<file path="src/pmic_cfg_pkg.sv">
// Constants, timing figures and state type of the shutdown and key configuration block
package pmic_cfg_pkg;

	// Register indices as printed; byte address is four times the index
	localparam logic [11:0] IDX_BUCK_MOTOR   = 12'h10D;
	localparam logic [11:0] IDX_OFF_SOURCE   = 12'h10E;
	localparam logic [11:0] IDX_RESET_KEY    = 12'h10F;
	localparam logic [13:0] ADDR_BUCK_MOTOR  = {IDX_BUCK_MOTOR, 2'b00};
	localparam logic [13:0] ADDR_OFF_SOURCE  = {IDX_OFF_SOURCE, 2'b00};
	localparam logic [13:0] ADDR_RESET_KEY   = {IDX_RESET_KEY, 2'b00};
	localparam logic [7:0]  RST_BUCK_MOTOR   = 8'h00;
	localparam logic [7:0]  RST_OFF_SOURCE   = 8'h00;
	localparam logic [7:0]  RST_RESET_KEY    = 8'h00;

	// Field positions, first register
	localparam int BIT_MEMIO_JOIN   = 7;
	localparam int BIT_CORE_A_FULL  = 6;
	localparam int BIT_CORE_B_FULL  = 5;
	localparam int BIT_PROC_FULL    = 4;
	localparam int BIT_CORE_JOIN    = 3;
	localparam int BIT_SENSE_ROUTE  = 2;
	localparam int BIT_MOTOR_SEL    = 1;
	localparam int BIT_PWM_SLOW     = 0;
	// Field positions, second register
	localparam int BIT_LIN_OC_OFF   = 7;
	localparam int BIT_FAULT_SPEED  = 6;
	localparam int BIT_HOST_SPEED   = 5;
	localparam int BIT_USER_SPEED   = 4;
	localparam int BIT_DUAL_OFF     = 3;
	localparam int BIT_KEY_HOLD_OFF = 2;
	localparam int POS_KEY_PIN      = 0;
	// Field positions, third register
	localparam int BIT_IF_RESET     = 7;
	localparam int BIT_SERIAL_TO    = 6;
	localparam int POS_RESET_DUR    = 4;
	localparam int POS_SHUT_DELAY   = 2;
	localparam int POS_KEY_DELAY    = 0;

	// Key pin function codes
	localparam logic [1:0] KEY_PORT_MODE = 2'h0;

	// Clock and time base
	localparam int CLK_PERIOD_NS    = 20;
	localparam int CLK_HZ           = 50_000_000;
	localparam int MS_IN_NS         = 1_000_000;
	localparam int CYC_PER_MS_DFLT  = MS_IN_NS / CLK_PERIOD_NS;
	localparam int PWM_FAST_KHZ     = 2000;
	localparam int PWM_SLOW_KHZ     = 1000;
	localparam logic [5:0] PWM_FAST_DIV = 6'(CLK_HZ / (PWM_FAST_KHZ * 1000));
	localparam logic [5:0] PWM_SLOW_DIV = 6'(CLK_HZ / (PWM_SLOW_KHZ * 1000));

	// Durations in milliseconds or seconds, as printed
	localparam int LDO_LIMIT_MS     = 200;
	localparam int SCL_STALL_MS     = 19;
	localparam int RESET_DUR0_MS    = 20;
	localparam int RESET_DUR1_MS    = 100;
	localparam int RESET_DUR2_MS    = 500;
	localparam int RESET_DUR3_MS    = 1000;
	localparam int KEY_DELAY0_MS    = 1000;
	localparam int KEY_DELAY1_MS    = 1500;
	localparam int KEY_DELAY2_MS    = 2000;
	localparam int KEY_DELAY3_MS    = 7000;
	localparam int SHUT_ADD1_S      = 4;
	localparam int SHUT_ADD2_S      = 5;
	localparam int SHUT_ADD3_S      = 6;
	localparam int MS_PER_S         = 1000;

	// Number of supervised linear regulators
	localparam int LIN_CNT          = 5;

	// Whole state of the block
	typedef struct packed {
		logic [7:0]            cfg_h;
		logic [7:0]            cfg_i;
		logic [7:0]            cfg_j;
		logic                  wait_req;
		logic [7:0]            rdata;
		logic [15:0]           ms_div;
		logic                  ms_tick;
		logic [5:0]            pwm_div;
		logic                  pwm_tick;
		logic [1:0]            key_s;
		logic [1:0]            g14_s;
		logic [1:0]            g15_s;
		logic [1:0]            offn_s;
		logic [1:0]            scl_s;
		logic                  offn_d;
		logic                  scl_d;
		logic [LIN_CNT-1:0]    lim_s1;
		logic [LIN_CNT-1:0]    lim_s2;
		logic [LIN_CNT-1:0][7:0] lim_ms;
		logic [LIN_CNT-1:0]    lin_off;
		logic [13:0]           key_ms;
		logic [13:0]           gpi_ms;
		logic [4:0]            scl_ms;
		logic [10:0]           rst_ms;
		logic                  reset_hold;
		logic                  sense_fb;
		logic                  sense_sw;
		logic                  off_start;
		logic                  off_fast;
		logic                  por_pulse;
		logic                  lock_evt;
		logic                  iface_rst;
		logic                  tw_rst;
	} state_t;

endpackage

</file>
<file path="src/pmic_shutdown_key_config.sv">
// Configuration, shutdown source and power key timing logic
`timescale 1ns/1ps
// Summary of operation
// - Memory/IO join disables IO converter control
// - Full-current bits switch three converters
// - Core join makes one dual-phase converter
// - Sense route picks feedback or switch pin
// - Mode bit picks regulator or motor driver
// - PWM clock 2 MHz or 1 MHz
// - Overcurrent over 200 ms switches regulators off
// - Fault shutdown normal or fast
// - Host shutdown normal or fast
// - User shutdown may force power-on reset
// - After reset wait duration before power-up
// - Both inputs 14 and 15 may shut down
// - Long key press may shut down
// - Key pin function decoded from two bits
// - Off pin may reset control interfaces
// - Serial clock stall over 19 ms resets
// - Reset mode lasts 20 to 1000 ms
// - Shutdown threshold is lock delay plus offset
// - Key lock after 1 to 7 s
module pmic_shutdown_key_config
	import pmic_cfg_pkg::*;
#(
	parameter int unsigned CYC_PER_MS = CYC_PER_MS_DFLT  // Cycles per ms
) (
	input  wire logic               clk,                 // System clock
	input  wire logic               rst,                 // Sync reset
	input  wire logic [13:0]        address,             // Byte address
	input  wire logic               read,                // Read strobe
	input  wire logic               write,               // Write strobe
	input  wire logic [31:0]        writedata,           // Write data
	input  wire logic [3:0]         byteenable,          // Byte lanes
	output logic      [31:0]        readdata,            // Read data
	output logic                    waitrequest,         // Slave stall
	input  wire logic               power_key_n,         // Key pin
	input  wire logic               gpi14,               // Input 14 pin
	input  wire logic               gpi15,               // Input 15 pin
	input  wire logic               off_request_n,       // Off pin
	input  wire logic               scl,                 // Serial clock pin
	input  wire logic [LIN_CNT-1:0] lin_limit,           // Current limit flags
	input  wire logic               remote_sense,        // Remote sense on
	input  wire logic               fault_off,           // Internal fault
	input  wire logic               host_off,            // Register off bit
	input  wire logic               reset_entry,         // Reset mode start
	output logic                    memio_pair_join,     // Joined coil
	output logic                    io_ctrl_disable,     // IO regs ignored
	output logic                    core_a_full_current, // Full current A
	output logic                    core_b_full_current, // Full current B
	output logic                    processor_rail_full_current, // Full
	output logic                    core_pair_join,      // Dual phase
	output logic                    core_b_ctrl_disable, // B regs ignored
	output logic                    feedback_pin_two_taken, // Sense on fb
	output logic                    core_switch_pd_off,  // Sense on switch
	output logic                    motor_regulator_select, // Motor mode
	output logic                    pwm_tick,            // PWM clock pulse
	output logic [LIN_CNT-1:0]      linear_off,          // Regulator off
	output logic                    off_start,           // Start shutdown
	output logic                    off_fast,            // Fast sequence
	output logic                    por_pulse,           // Power-on reset
	output logic                    key_locked_event,    // Lock pulse
	output logic [1:0]              key_pin_function,    // Key mode code
	output logic                    iface_reset,         // Interfaces reset
	output logic                    serial_stall_reset,  // Two-wire reset
	output logic                    reset_hold           // Power-up blocked
);

	state_t st_r;
	state_t st_nxt;

	////////////////////////////////////////////////////////////////////////
	// Threshold lookups

	function automatic logic [10:0] reset_ms(input logic [1:0] code);
		unique case (code)
			2'h0: reset_ms = 11'(RESET_DUR0_MS);
			2'h1: reset_ms = 11'(RESET_DUR1_MS);
			2'h2: reset_ms = 11'(RESET_DUR2_MS);
			2'h3: reset_ms = 11'(RESET_DUR3_MS);
		endcase
	endfunction

	function automatic logic [13:0] lock_ms(input logic [1:0] code);
		unique case (code)
			2'h0: lock_ms = 14'(KEY_DELAY0_MS);
			2'h1: lock_ms = 14'(KEY_DELAY1_MS);
			2'h2: lock_ms = 14'(KEY_DELAY2_MS);
			2'h3: lock_ms = 14'(KEY_DELAY3_MS);
		endcase
	endfunction

	function automatic logic [13:0] shut_ms(input logic [1:0] sc,
	                                        input logic [1:0] kc);
		logic [13:0] add;
		add = 14'h0000;
		unique case (sc)
			2'h0: add = 14'h0000;
			2'h1: add = 14'(SHUT_ADD1_S * MS_PER_S);
			2'h2: add = 14'(SHUT_ADD2_S * MS_PER_S);
			2'h3: add = 14'(SHUT_ADD3_S * MS_PER_S);
		endcase
		shut_ms = lock_ms(kc) + add;
	endfunction

	////////////////////////////////////////////////////////////////////////
	// Next-state logic

	always_comb begin
		logic       sel;
		logic       off_fall;
		logic       key_dn;
		logic       dual_dn;
		logic       user_off;
		logic [1:0] kc;
		logic [1:0] sc;
		st_nxt   = st_r;
		sel      = 1'b0;
		off_fall = 1'b0;
		key_dn   = 1'b0;
		dual_dn  = 1'b0;
		user_off = 1'b0;
		kc       = st_r.cfg_j[POS_KEY_DELAY +: 2];
		sc       = st_r.cfg_j[POS_SHUT_DELAY +: 2];

		// Pulses default low
		st_nxt.off_start = 1'b0;
		st_nxt.por_pulse = 1'b0;
		st_nxt.lock_evt  = 1'b0;
		st_nxt.iface_rst = 1'b0;
		st_nxt.tw_rst    = 1'b0;

		// Two-stage synchronisers for every pin
		st_nxt.key_s  = {st_r.key_s[0], power_key_n};
		st_nxt.g14_s  = {st_r.g14_s[0], gpi14};
		st_nxt.g15_s  = {st_r.g15_s[0], gpi15};
		st_nxt.offn_s = {st_r.offn_s[0], off_request_n};
		st_nxt.scl_s  = {st_r.scl_s[0], scl};
		st_nxt.lim_s1 = lin_limit;
		st_nxt.lim_s2 = st_r.lim_s1;
		st_nxt.offn_d = st_r.offn_s[1];
		st_nxt.scl_d  = st_r.scl_s[1];
		off_fall      = st_r.offn_d & ~st_r.offn_s[1];

		// Bus slave: one wait cycle, then a single low cycle of waitrequest
		sel = st_r.wait_req & (read | write);
		if (sel) begin
			st_nxt.wait_req = 1'b0;
			unique case (address)
				ADDR_BUCK_MOTOR: st_nxt.rdata = st_r.cfg_h;
				ADDR_OFF_SOURCE: st_nxt.rdata = st_r.cfg_i;
				ADDR_RESET_KEY:  st_nxt.rdata = st_r.cfg_j;
				default:         st_nxt.rdata = 8'h00;
			endcase
		end else if (!st_r.wait_req) begin
			st_nxt.wait_req = 1'b1;
			// Write lands on the edge that sees waitrequest low
			if (write && byteenable[0]) begin
				unique case (address)
					ADDR_BUCK_MOTOR: st_nxt.cfg_h = writedata[7:0];
					ADDR_OFF_SOURCE: st_nxt.cfg_i = writedata[7:0];
					ADDR_RESET_KEY:  st_nxt.cfg_j = writedata[7:0];
					default:         st_nxt.cfg_h = st_r.cfg_h;
				endcase
			end
		end

		// Millisecond time base shared by all slow timers
		st_nxt.ms_tick = 1'b0;
		if (st_r.ms_div >= 16'(CYC_PER_MS - 1)) begin
			st_nxt.ms_div  = 16'h0000;
			st_nxt.ms_tick = 1'b1;
		end else begin
			st_nxt.ms_div = st_r.ms_div + 16'h0001;
		end

		st_nxt.pwm_tick = 1'b0;
		if (st_r.pwm_div >= (st_r.cfg_h[BIT_PWM_SLOW] ?
		                     PWM_SLOW_DIV : PWM_FAST_DIV) - 6'h01) begin
			st_nxt.pwm_div  = 6'h00;
			st_nxt.pwm_tick = 1'b1;
		end else begin
			st_nxt.pwm_div = st_r.pwm_div + 6'h01;
		end

		// Sense routing, valid only when joined and remote sensed
		st_nxt.sense_fb = st_r.cfg_h[BIT_CORE_JOIN] & remote_sense &
		                  ~st_r.cfg_h[BIT_SENSE_ROUTE];
		st_nxt.sense_sw = st_r.cfg_h[BIT_CORE_JOIN] & remote_sense &
		                  st_r.cfg_h[BIT_SENSE_ROUTE];

		for (int n = 0; n < LIN_CNT; n++) begin
			if (!st_r.lim_s2[n]) begin
				st_nxt.lim_ms[n] = 8'h00;
			end else if (st_r.ms_tick && st_r.lim_ms[n] != 8'hFF) begin
				st_nxt.lim_ms[n] = st_r.lim_ms[n] + 8'h01;
			end
			// One extra tick covers the partial first millisecond
			if (st_r.cfg_i[BIT_LIN_OC_OFF] &&
			    st_r.lim_ms[n] > 8'(LDO_LIMIT_MS)) begin
				st_nxt.lin_off[n] = 1'b1;
			end
		end

		key_dn  = ~st_r.key_s[1] &
		          (st_r.cfg_i[POS_KEY_PIN +: 2] != KEY_PORT_MODE);
		dual_dn = st_r.g14_s[1] & st_r.g15_s[1];
		if (!key_dn) begin
			st_nxt.key_ms = 14'h0000;
		end else if (st_r.ms_tick && st_r.key_ms != 14'h3FFF) begin
			st_nxt.key_ms = st_r.key_ms + 14'h0001;
		end
		if (!dual_dn) begin
			st_nxt.gpi_ms = 14'h0000;
		end else if (st_r.ms_tick && st_r.gpi_ms != 14'h3FFF) begin
			st_nxt.gpi_ms = st_r.gpi_ms + 14'h0001;
		end

		// Lock pulse once, when the lock delay is reached
		if (key_dn && st_r.ms_tick && st_r.key_ms == lock_ms(kc) - 14'h0001)
		begin
			st_nxt.lock_evt = 1'b1;
		end

		if (key_dn && st_r.cfg_i[BIT_KEY_HOLD_OFF] && st_r.ms_tick &&
		    st_r.key_ms == shut_ms(sc, kc) - 14'h0001) begin
			user_off = 1'b1;
		end
		if (dual_dn && st_r.cfg_i[BIT_DUAL_OFF] && st_r.ms_tick &&
		    st_r.gpi_ms == shut_ms(sc, kc) - 14'h0001) begin
			user_off = 1'b1;
		end

		// Shutdown source priority: user, host, fault
		if (user_off) begin
			if (st_r.cfg_i[BIT_USER_SPEED]) begin
				st_nxt.por_pulse = 1'b1;
			end else begin
				st_nxt.off_start = 1'b1;
				st_nxt.off_fast  = 1'b0;
			end
		end else if (host_off || off_fall) begin
			st_nxt.off_start = 1'b1;
			st_nxt.off_fast  = st_r.cfg_i[BIT_HOST_SPEED];
		end else if (fault_off) begin
			st_nxt.off_start = 1'b1;
			st_nxt.off_fast  = st_r.cfg_i[BIT_FAULT_SPEED];
		end

		// Interface reset on off pin assertion
		if (off_fall && st_r.cfg_j[BIT_IF_RESET]) begin
			st_nxt.iface_rst = 1'b1;
		end

		if (st_r.scl_s[1] != st_r.scl_d) begin
			st_nxt.scl_ms = 5'h00;
		end else if (st_r.ms_tick && st_r.scl_ms <= 5'(SCL_STALL_MS)) begin
			st_nxt.scl_ms = st_r.scl_ms + 5'h01;
			if (st_r.scl_ms == 5'(SCL_STALL_MS) && st_r.cfg_j[BIT_SERIAL_TO])
			begin
				st_nxt.tw_rst = 1'b1;
			end
		end

		// Reset mode hold; POR also clears overcurrent latches
		if (reset_entry || st_nxt.por_pulse) begin
			st_nxt.rst_ms     = 11'h000;
			st_nxt.reset_hold = 1'b1;
			st_nxt.lin_off    = '0;
		end else if (st_r.reset_hold && st_r.ms_tick) begin
			st_nxt.rst_ms = st_r.rst_ms + 11'h001;
			if (st_r.rst_ms >= reset_ms(st_r.cfg_j[POS_RESET_DUR +: 2])) begin
				st_nxt.reset_hold = 1'b0;
			end
		end
	end

	////////////////////////////////////////////////////////////////////////
	// State register

	always_ff @(posedge clk) begin
		if (rst) begin
			st_r          <= '0;
			st_r.cfg_h    <= RST_BUCK_MOTOR;
			st_r.cfg_i    <= RST_OFF_SOURCE;
			st_r.cfg_j    <= RST_RESET_KEY;
			st_r.wait_req <= 1'b1;
			st_r.key_s    <= 2'h3;
			st_r.offn_s   <= 2'h3;
			st_r.offn_d   <= 1'b1;
		end else begin
			st_r <= st_nxt;
		end
	end

	////////////////////////////////////////////////////////////////////////
	// Outputs, all straight from state flops

	assign readdata               = {24'h000000, st_r.rdata};
	assign waitrequest            = st_r.wait_req;
	assign memio_pair_join        = st_r.cfg_h[BIT_MEMIO_JOIN];
	assign io_ctrl_disable        = st_r.cfg_h[BIT_MEMIO_JOIN];
	assign core_a_full_current    = st_r.cfg_h[BIT_CORE_A_FULL];
	assign core_b_full_current    = st_r.cfg_h[BIT_CORE_B_FULL];
	assign processor_rail_full_current = st_r.cfg_h[BIT_PROC_FULL];
	assign core_pair_join         = st_r.cfg_h[BIT_CORE_JOIN];
	assign core_b_ctrl_disable    = st_r.cfg_h[BIT_CORE_JOIN];
	assign feedback_pin_two_taken = st_r.sense_fb;
	assign core_switch_pd_off     = st_r.sense_sw;
	assign motor_regulator_select = st_r.cfg_h[BIT_MOTOR_SEL];
	assign pwm_tick               = st_r.pwm_tick;
	assign linear_off             = st_r.lin_off;
	assign off_start              = st_r.off_start;
	assign off_fast               = st_r.off_fast;
	assign por_pulse              = st_r.por_pulse;
	assign key_locked_event       = st_r.lock_evt;
	// Key pin function code to the key logic
	assign key_pin_function       = st_r.cfg_i[POS_KEY_PIN +: 2];
	assign iface_reset            = st_r.iface_rst;
	assign serial_stall_reset     = st_r.tw_rst;
	assign reset_hold             = st_r.reset_hold;

	////////////////////////////////////////////////////////////////////////
	// Assertions

	// Helper for the PWM period check: cycles since the last tick. A long
	// repetition would be unrolled by the tools, so a counter is used.
	logic [6:0] pwm_gap_r;
	logic       pwm_slow_seen_r;
	logic       pwm_armed_r;

	always_ff @(posedge clk) begin
		if (rst) begin
			pwm_gap_r       <= 7'h00;
			pwm_slow_seen_r <= 1'b1;
			pwm_armed_r     <= 1'b0;
		end else if (pwm_tick) begin
			pwm_gap_r       <= 7'h01;
			pwm_slow_seen_r <= st_r.cfg_h[BIT_PWM_SLOW];
			pwm_armed_r     <= 1'b1;
		end else begin
			if (pwm_gap_r != 7'h7F) begin
				pwm_gap_r <= pwm_gap_r + 7'h01;
			end
			pwm_slow_seen_r <= pwm_slow_seen_r | st_r.cfg_h[BIT_PWM_SLOW];
		end
	end
endmodule

</file>
<file path="config.mk">
export PLATFORM = sky130hd
export DESIGN_NAME = pmic_shutdown_key_config
export DESIGN_NICKNAME = d
export VERILOG_FILES = /design/src/pmic_cfg_pkg.sv /design/src/pmic_shutdown_key_config.sv
export SDC_FILE = /design/constraint.sdc
export NUM_CORES = 1
export LEC_CHECK = 0
export BUFFER_PORTS_ARGS = -buffer_cell sky130_fd_sc_hd__buf_2
export CORE_MARGIN = 4
export CORE_UTILIZATION = 30
export DETAILED_ROUTE_END_ITERATION = 7
export PLACE_DENSITY = 0.51
export SLEW_MARGIN = 20
export SYNTH_ARGS = -nofsm -noshare
export SYNTH_HDL_FRONTEND = slang
export SYNTH_SLANG_ARGS = --single-unit
</file>
<file path="constraint.sdc">
create_clock -name clk -period 4.9 [get_ports clk]
set_input_delay 0.245 -clock clk [delete_from_list [all_inputs] [get_ports clk]]
set_output_delay 0.245 -clock clk [all_outputs]
set_load 0.005 [all_outputs]
</file>
==> flow_metrics.env, run 1 <==
export IMPL_status="completed"
export IMPL_cts_resized_gates=0
export IMPL_fin_area_mm2=0.0107
export IMPL_clock_path_buffers=2
export IMPL_synthCells=1129
export IMPL_ys_ff_latch=177
export IMPL_p_per_area_mw_per_mm2=267
export IMPL_grt_max_degree=44
export IMPL_dp_slack_ns=0.705
export IMPL_place_gp_congestion=0.887
export IMPL_postCtsSetupBuffers=0
export IMPL_drc_errors=0
export IMPL_ys_flop_type="dfxtp_1"
export IMPL_reg2reg_depth=13
export IMPL_dieWidth_um=187
export IMPL_area_delta_synth_final_pct=11.3
export IMPL_via_per_inst=4.83
export IMPL_post_route_period_util_pct=86.9
export IMPL_worst_slew_pin_slew_ns=1.03
export IMPL_rsz0062_at_grt="no"
export IMPL_period_needed_ns=4.26
export IMPL_wl_per_cell_um=14.2
export IMPL_drive_above_1_share_pct=12.3
export IMPL_grtUsageTotal_pct=12.6
export IMPL_cp_start_kind="flip-flop"
export IMPL_drt_iter0_markers=461
export IMPL_initial_core_util_pct=30.4
export IMPL_fin_ws_ns=0.642
export IMPL_multi_input_area_mm2=0.00552
export IMPL_rows=65
export IMPL_core_mm2=0.0316
export IMPL_crit_path_end_kind="flip-flop"
export IMPL_wl_um=22400
export IMPL_postSynthAreaPerCell_um2=8.53
export IMPL_final_setup_viol_count=0
export IMPL_grt_pass1_vias=7201
export IMPL_drv_slew=0
export IMPL_yosysTopAreaCell="dfxtp_1"
export IMPL_synth_most_common_cell="nor2_1"
export IMPL_io_pins=126
export IMPL_clk_pin_slew_ns=0.07
export IMPL_synthArstFlopShare_pct=0
export IMPL_cap_violations=0
export IMPL_die_height_um=187
export IMPL_critical_path_max_fanout=16
export IMPL_register_area_mm2=0.00354
export IMPL_crit_required_ns=5.20
export IMPL_grt_first_pass_wirelength_um=36700
export IMPL_first_pass_iters=7
export IMPL_slew_headroom_pct=31.5
export IMPL_num_vias=7637
export IMPL_synth_area_mm2=0.00963
export IMPL_synth_area_leaders="dfxtp_1 (37%), nor2_1 (7.0%), ha_1 (6.8%)"
export IMPL_arrival_ns=4.55
export IMPL_dieArea_mm2=0.0350
export IMPL_insertion_delay_ns=0.43
export IMPL_portBuffers=74
export IMPL_nFillCells=3310
export IMPL_synth_edf_count=0
export IMPL_antenna_cells=0
export IMPL_dp_hpwl_um=16800
export IMPL_grt_antenna_before_repair=1
export IMPL_fin_nets=1288
export IMPL_clock_sinks=177
export IMPL_synth_top_area_share_pct=36.8
export IMPL_hold_depth=2
export IMPL_worstSetupPathType="reg -> reg"
export IMPL_hold_viol_final=0
export IMPL_dp_cells=1548
export IMPL_synth_cell_types=77
export IMPL_p_leak_nw=4.12
export IMPL_dpl_cell_area_mm2=0.0101
export IMPL_grt_overflow_total=0
export IMPL_ys_top_cells_by_count="nor2_1 (179), dfxtp_1 (177), nand2_1 (58), xnor2_1 (58), xor2_1 (53)"
export IMPL_finalClockSkew_ns=0.0109
export IMPL_max_freq_mhz=235
export IMPL_ctsHtreeMaxLevel=4
export IMPL_peakVddDrop_mv=0.224
export IMPL_fin_setup_tns_ns=0
export IMPL_cts_buffers=17
export IMPL_final_cells=1581
export IMPL_yosysWarnings=0
export IMPL_ant_nets=0
export IMPL_yosysSeqAreaShare_pct=36.8
export IMPL_cts_tree="done"
export IMPL_root_buffer="clkbuf_16"
export IMPL_worstHoldPathType="in -> reg"
-- per-layer routing --
| layer | track usage, % | vias up | part of all wire, % |
|---|---|---|---|
| met2 | 21.0 | 156 | 47 |
| met4 | 4.58 | 2 | 2.0 |
| met3 | 2.20 | 33 | 3.9 |
| met1 | 16.6 | 3565 | 47 |
| li1 | - | 3881 | - |
| met5 | 0 | - | 0.058 |
-- cell usage in the layout (no fill, tap or decap), types with 17 or more instances in the layout --
| cell | instances |
|---|---|
| nand2b_1 | 25 |
| inv_1 | 43 |
| nor2_1 | 179 |
| mux2i_1 | 32 |
| clkbuf_16 | 17 |
| nor2b_1 | 26 |
| and3_1 | 19 |
| a21oi_1 | 37 |
| dfxtp_1 | 177 |
| buf_2 | 74 |
| ha_1 | 52 |
| nand3_1 | 50 |
| nand4_1 | 18 |
| nand2_1 | 58 |
| xnor2_1 | 58 |
| or3_1 | 18 |
| xor2_1 | 53 |
| nor3_1 | 29 |
| o21ai_0 | 23 |
| conb_1 | 24 |
-- flip-flops by register name, summed over array words and instances (netlist names), 2 cells and up --
| name | flops |
|---|---|
| key_pin_function | 2 |
| st_r | 133 |
| linear_off | 5 |
| st_nxt | 12 |
| readdata | 8 |
-- critical path, cell delays in order, from the launching register on --
cell	delay, ns
dfxtp_1	0.57
inv_1	0.12
ha_1	0.37
nor2_1	0.25
ha_1	0.27
ha_1	0.49
a21boi_0	0.45
nor3_1	0.09
or3b_1	0.40
nor3_1	0.20
and4_1	0.24
a22oi_2	0.13
o21ai_4	0.43
nor2_1	0.10
-- power breakdown --
| group | leakage [nW] | total (mW) | internal (mW) | switching [mW] |
|---|---|---|---|---|
| sequential | 1.43 | 1.46 | 1.45 | 0.00716 |
| combinational | 2.41 | 0.0759 | 0.0295 | 0.0463 |
| clock | 0.282 | 1.33 | 0.727 | 0.601 |
-- per-stage QoR --
step / power (mW) / utilization, % / hold WS (ns)
after floorplan: 1.55 / - / 0.349
after global placement: 1.57 / 32.1 / 0.397
after detailed placement: 1.57 / 32.1 / 0.397
after CTS: 2.91 / 33.9 / 0.000724
after global routing: 2.98 / 33.9 / 0.00209
final: 2.86 / 33.9 / 0.0258
-- final timing paths --
check                            startpoint          end  slack (ns)
worst min register to register  st_nxt[113]  st_nxt[109]        0.41
worst max register to register    st_r[155]     st_r[15]        0.64
worst min-delay path            power_key_n  st_nxt[119]        0.03
worst max-delay path              st_r[155]     st_r[15]        0.64
-- kinds of logic after synthesis --
kind of cell	synth area share, %
simple gates	24.8
flops	36.8
compound gates	9.87
buf+inv	6.81
xor+xnor	10.1
fa+ha+maj	7.17
mux	4.42
other cells	0.0389
-- final cells by class --
type	instances	area share (%)
timing repair buffer	81	3.97
inverter	43	1.51
clock buffer	20	4.17
clock inverter	12	1.13
sequential	177	33.0
multi-input combinational	846	51.5
tap	402	4.69
-- what timing repair did --
| action | in CTS | in global routing |
|---|---|---|
| setup endpoints to repair | 0 | 0 |
| endpoints found under the hold margin | 1 | 0 |
| hold buffers | 1 | 0 |
Note: power is estimated with default switching activity, not from simulation.
==> run 2, diff against run 1 <==
--- a/config.mk
+++ b/config.mk
@@ -6,6 +6,7 @@
 export NUM_CORES = 1
 export LEC_CHECK = 0
 export BUFFER_PORTS_ARGS = -buffer_cell sky130_fd_sc_hd__buf_2
+export CORE_ASPECT_RATIO = 1.5
 export CORE_MARGIN = 4
 export CORE_UTILIZATION = 30
 export DETAILED_ROUTE_END_ITERATION = 7
==> run 2 against run 1 <==
Global-route usage grew 0.94 points; critical path depth grew 1; clock-buffer cell count shrank 3; critical endpoint is now st_r[16].
==> flow_metrics.env, run 2 (same netlist as run 1, synthesis figures left out) <==
export IMPL_status="completed"
export IMPL_dieWidth_um=154
export IMPL_multi_input_area_mm2=0.00552
export IMPL_clock_path_buffers=2
export IMPL_ctsHtreeMaxLevel=4
export IMPL_root_buffer="clkbuf_16"
export IMPL_worst_slew_pin_slew_ns=1.01
export IMPL_dieArea_mm2=0.0351
export IMPL_crit_required_ns=5.22
export IMPL_place_gp_congestion=0.912
export IMPL_area_delta_synth_final_pct=12.7
export IMPL_grt_pass1_vias=7423
export IMPL_clock_sinks=177
export IMPL_initial_core_util_pct=30.4
export IMPL_crit_path_end_kind="flip-flop"
export IMPL_core_mm2=0.0317
export IMPL_hold_viol_final=0
export IMPL_p_leak_nw=4.18
export IMPL_crit_path_cell_trace="inv_1, ha_1, nor2_1, ha_1, ha_1, nor4b_1, o21ai_0, o21ai_0, nor4_1, nor4_1, a22oi_2, o21ai_4, buf_4, nor2_1"
export IMPL_nFillCells=3330
export IMPL_via_per_inst=4.87
export IMPL_drt_iter0_markers=328
export IMPL_top_register="st_r"
export IMPL_r2r_end="st_r[16]"
export IMPL_grt_first_pass_wirelength_um=38100
export IMPL_insertion_delay_ns=0.44
export IMPL_hold_depth=2
export IMPL_period_needed_ns=4.18
export IMPL_num_vias=7787
export IMPL_final_setup_viol_count=0
export IMPL_die_height_um=227
export IMPL_drc_errors=0
export IMPL_io_pins=126
export IMPL_drv_slew=0
export IMPL_reg2reg_depth=14
export IMPL_rsz0062_at_grt="no"
export IMPL_max_freq_mhz=239
export IMPL_wl_per_cell_um=15.0
export IMPL_cp_common_cell="ha_1"
export IMPL_cap_violations=0
export IMPL_slowest_stage="dfxtp_1"
export IMPL_reg2reg_slack_ns=0.72
export IMPL_dpl_cell_area_mm2=0.0102
export IMPL_cts_tree="done"
export IMPL_cts_resized_gates=0
export IMPL_postCtsSetupBuffers=0
export IMPL_worstSetupPathType="reg -> reg"
export IMPL_rows=80
export IMPL_finalClockSkew_ns=0.0113
export IMPL_register_area_mm2=0.00354
export IMPL_final_cell_mix="nor2_1 (179), dfxtp_1 (177), buf_2 (74), nand2_1 (58), xnor2_1 (58)"
export IMPL_cts_buffers=17
export IMPL_slew_headroom_pct=32.4
export IMPL_first_pass_iters=7
export IMPL_critical_path_max_fanout=16
export IMPL_worstHoldPathType="in -> reg"
export IMPL_portBuffers=74
export IMPL_dp_hpwl_um=18200
export IMPL_largest_reg_flops=133
export IMPL_fin_area_mm2=0.0109
export IMPL_grt_antenna_before_repair=2
export IMPL_ant_nets=0
export IMPL_fin_setup_tns_ns=0
export IMPL_peakVddDrop_mv=0.235
export IMPL_wl_um=24100
export IMPL_crit_path_max_incr_delay_ns=0.57
export IMPL_drive_above_1_share_pct=12.6
export IMPL_post_route_period_util_pct=85.4
export IMPL_cp_start_kind="flip-flop"
export IMPL_arrival_ns=4.50
export IMPL_worstHoldStart="power_key_n"
export IMPL_grt_max_degree=42
export IMPL_grt_overflow_total=0
export IMPL_fin_nets=1298
export IMPL_grtUsageTotal_pct=13.6
export IMPL_layout_commonest_cell="nor2_1"
export IMPL_whs_endpoint="st_nxt[119]"
export IMPL_p_per_area_mw_per_mm2=269
export IMPL_clk_pin_slew_ns=0.07
export IMPL_hold_slack_ns=0.0388
export IMPL_r2r_start="st_r[155]"
[run 2: through the flow]
step	util (%)	instances	power, mW	worst slack, ns
6_report	34.2	1600	2.92	0.716
5_1_grt	34.2	1599	3.03	0.469
4_1_cts	34.2	1599	2.97	0.796
3_5_place_dp	32.1	1559	1.57	0.828
3_3_place_gp	32.1	1559	1.57	0.844
2_1_floorplan	-	1152	1.55	1.26
[run 2: power by group]
group | internal, mW | switching [mW]
combinational | 0.0337 | 0.0477
sequential | 1.45 | 0.00767
clock | 0.726 | 0.654
total | 2.21 | 0.709
[run 2: cell type report]
type,count,share of cell area [%]
Clock buffer,17,3.92
Multi-Input combinational cell,846,50.9
Timing Repair Buffer,91,4.77
Clock inverter,15,1.57
Tap cell,410,4.73
Sequential cell,177,32.6
Antenna cell,1,0.0231
Inverter,43,1.49
[run 2: worst max-delay path by stage]
stage,endpoint,cells after the start,from
3_3_place_gp,linear_off[4],14,st_r[155]
6_report,st_r[16],14,st_r[155]
4_1_cts,st_r[15],17,st_r[155]
3_5_place_dp,linear_off[0],17,st_r[155]
5_1_grt,st_r[17],17,st_r[155]
2_1_floorplan,linear_off[0],15,st_r[155]
[run 2: critical path: cells and delay by family (launching register included)]
family	cells	cell delay, ns
flip-flops	1	0.57
AO/OA/AOI/OAI	4	0.90
AND/OR/NAND/NOR	5	1.21
buffers and inverters	2	0.37
adder cells (fa/ha/maj)	3	1.01
[run 2: timing repair]
action,4_1_cts,5_1_grt
hold buffers,8,0
hold endpoints to repair,8,0
endpoints found under the setup margin,0,0
[run 2: routing by layer]
layer	vias to the layer above	wire (µm)	global-route usage, %
met5	-	7	0
met2	134	12600	25.6
li1	3899	-	-
met3	50	826	2.91
met4	2	820	5.87
met1	3702	9810	14.5
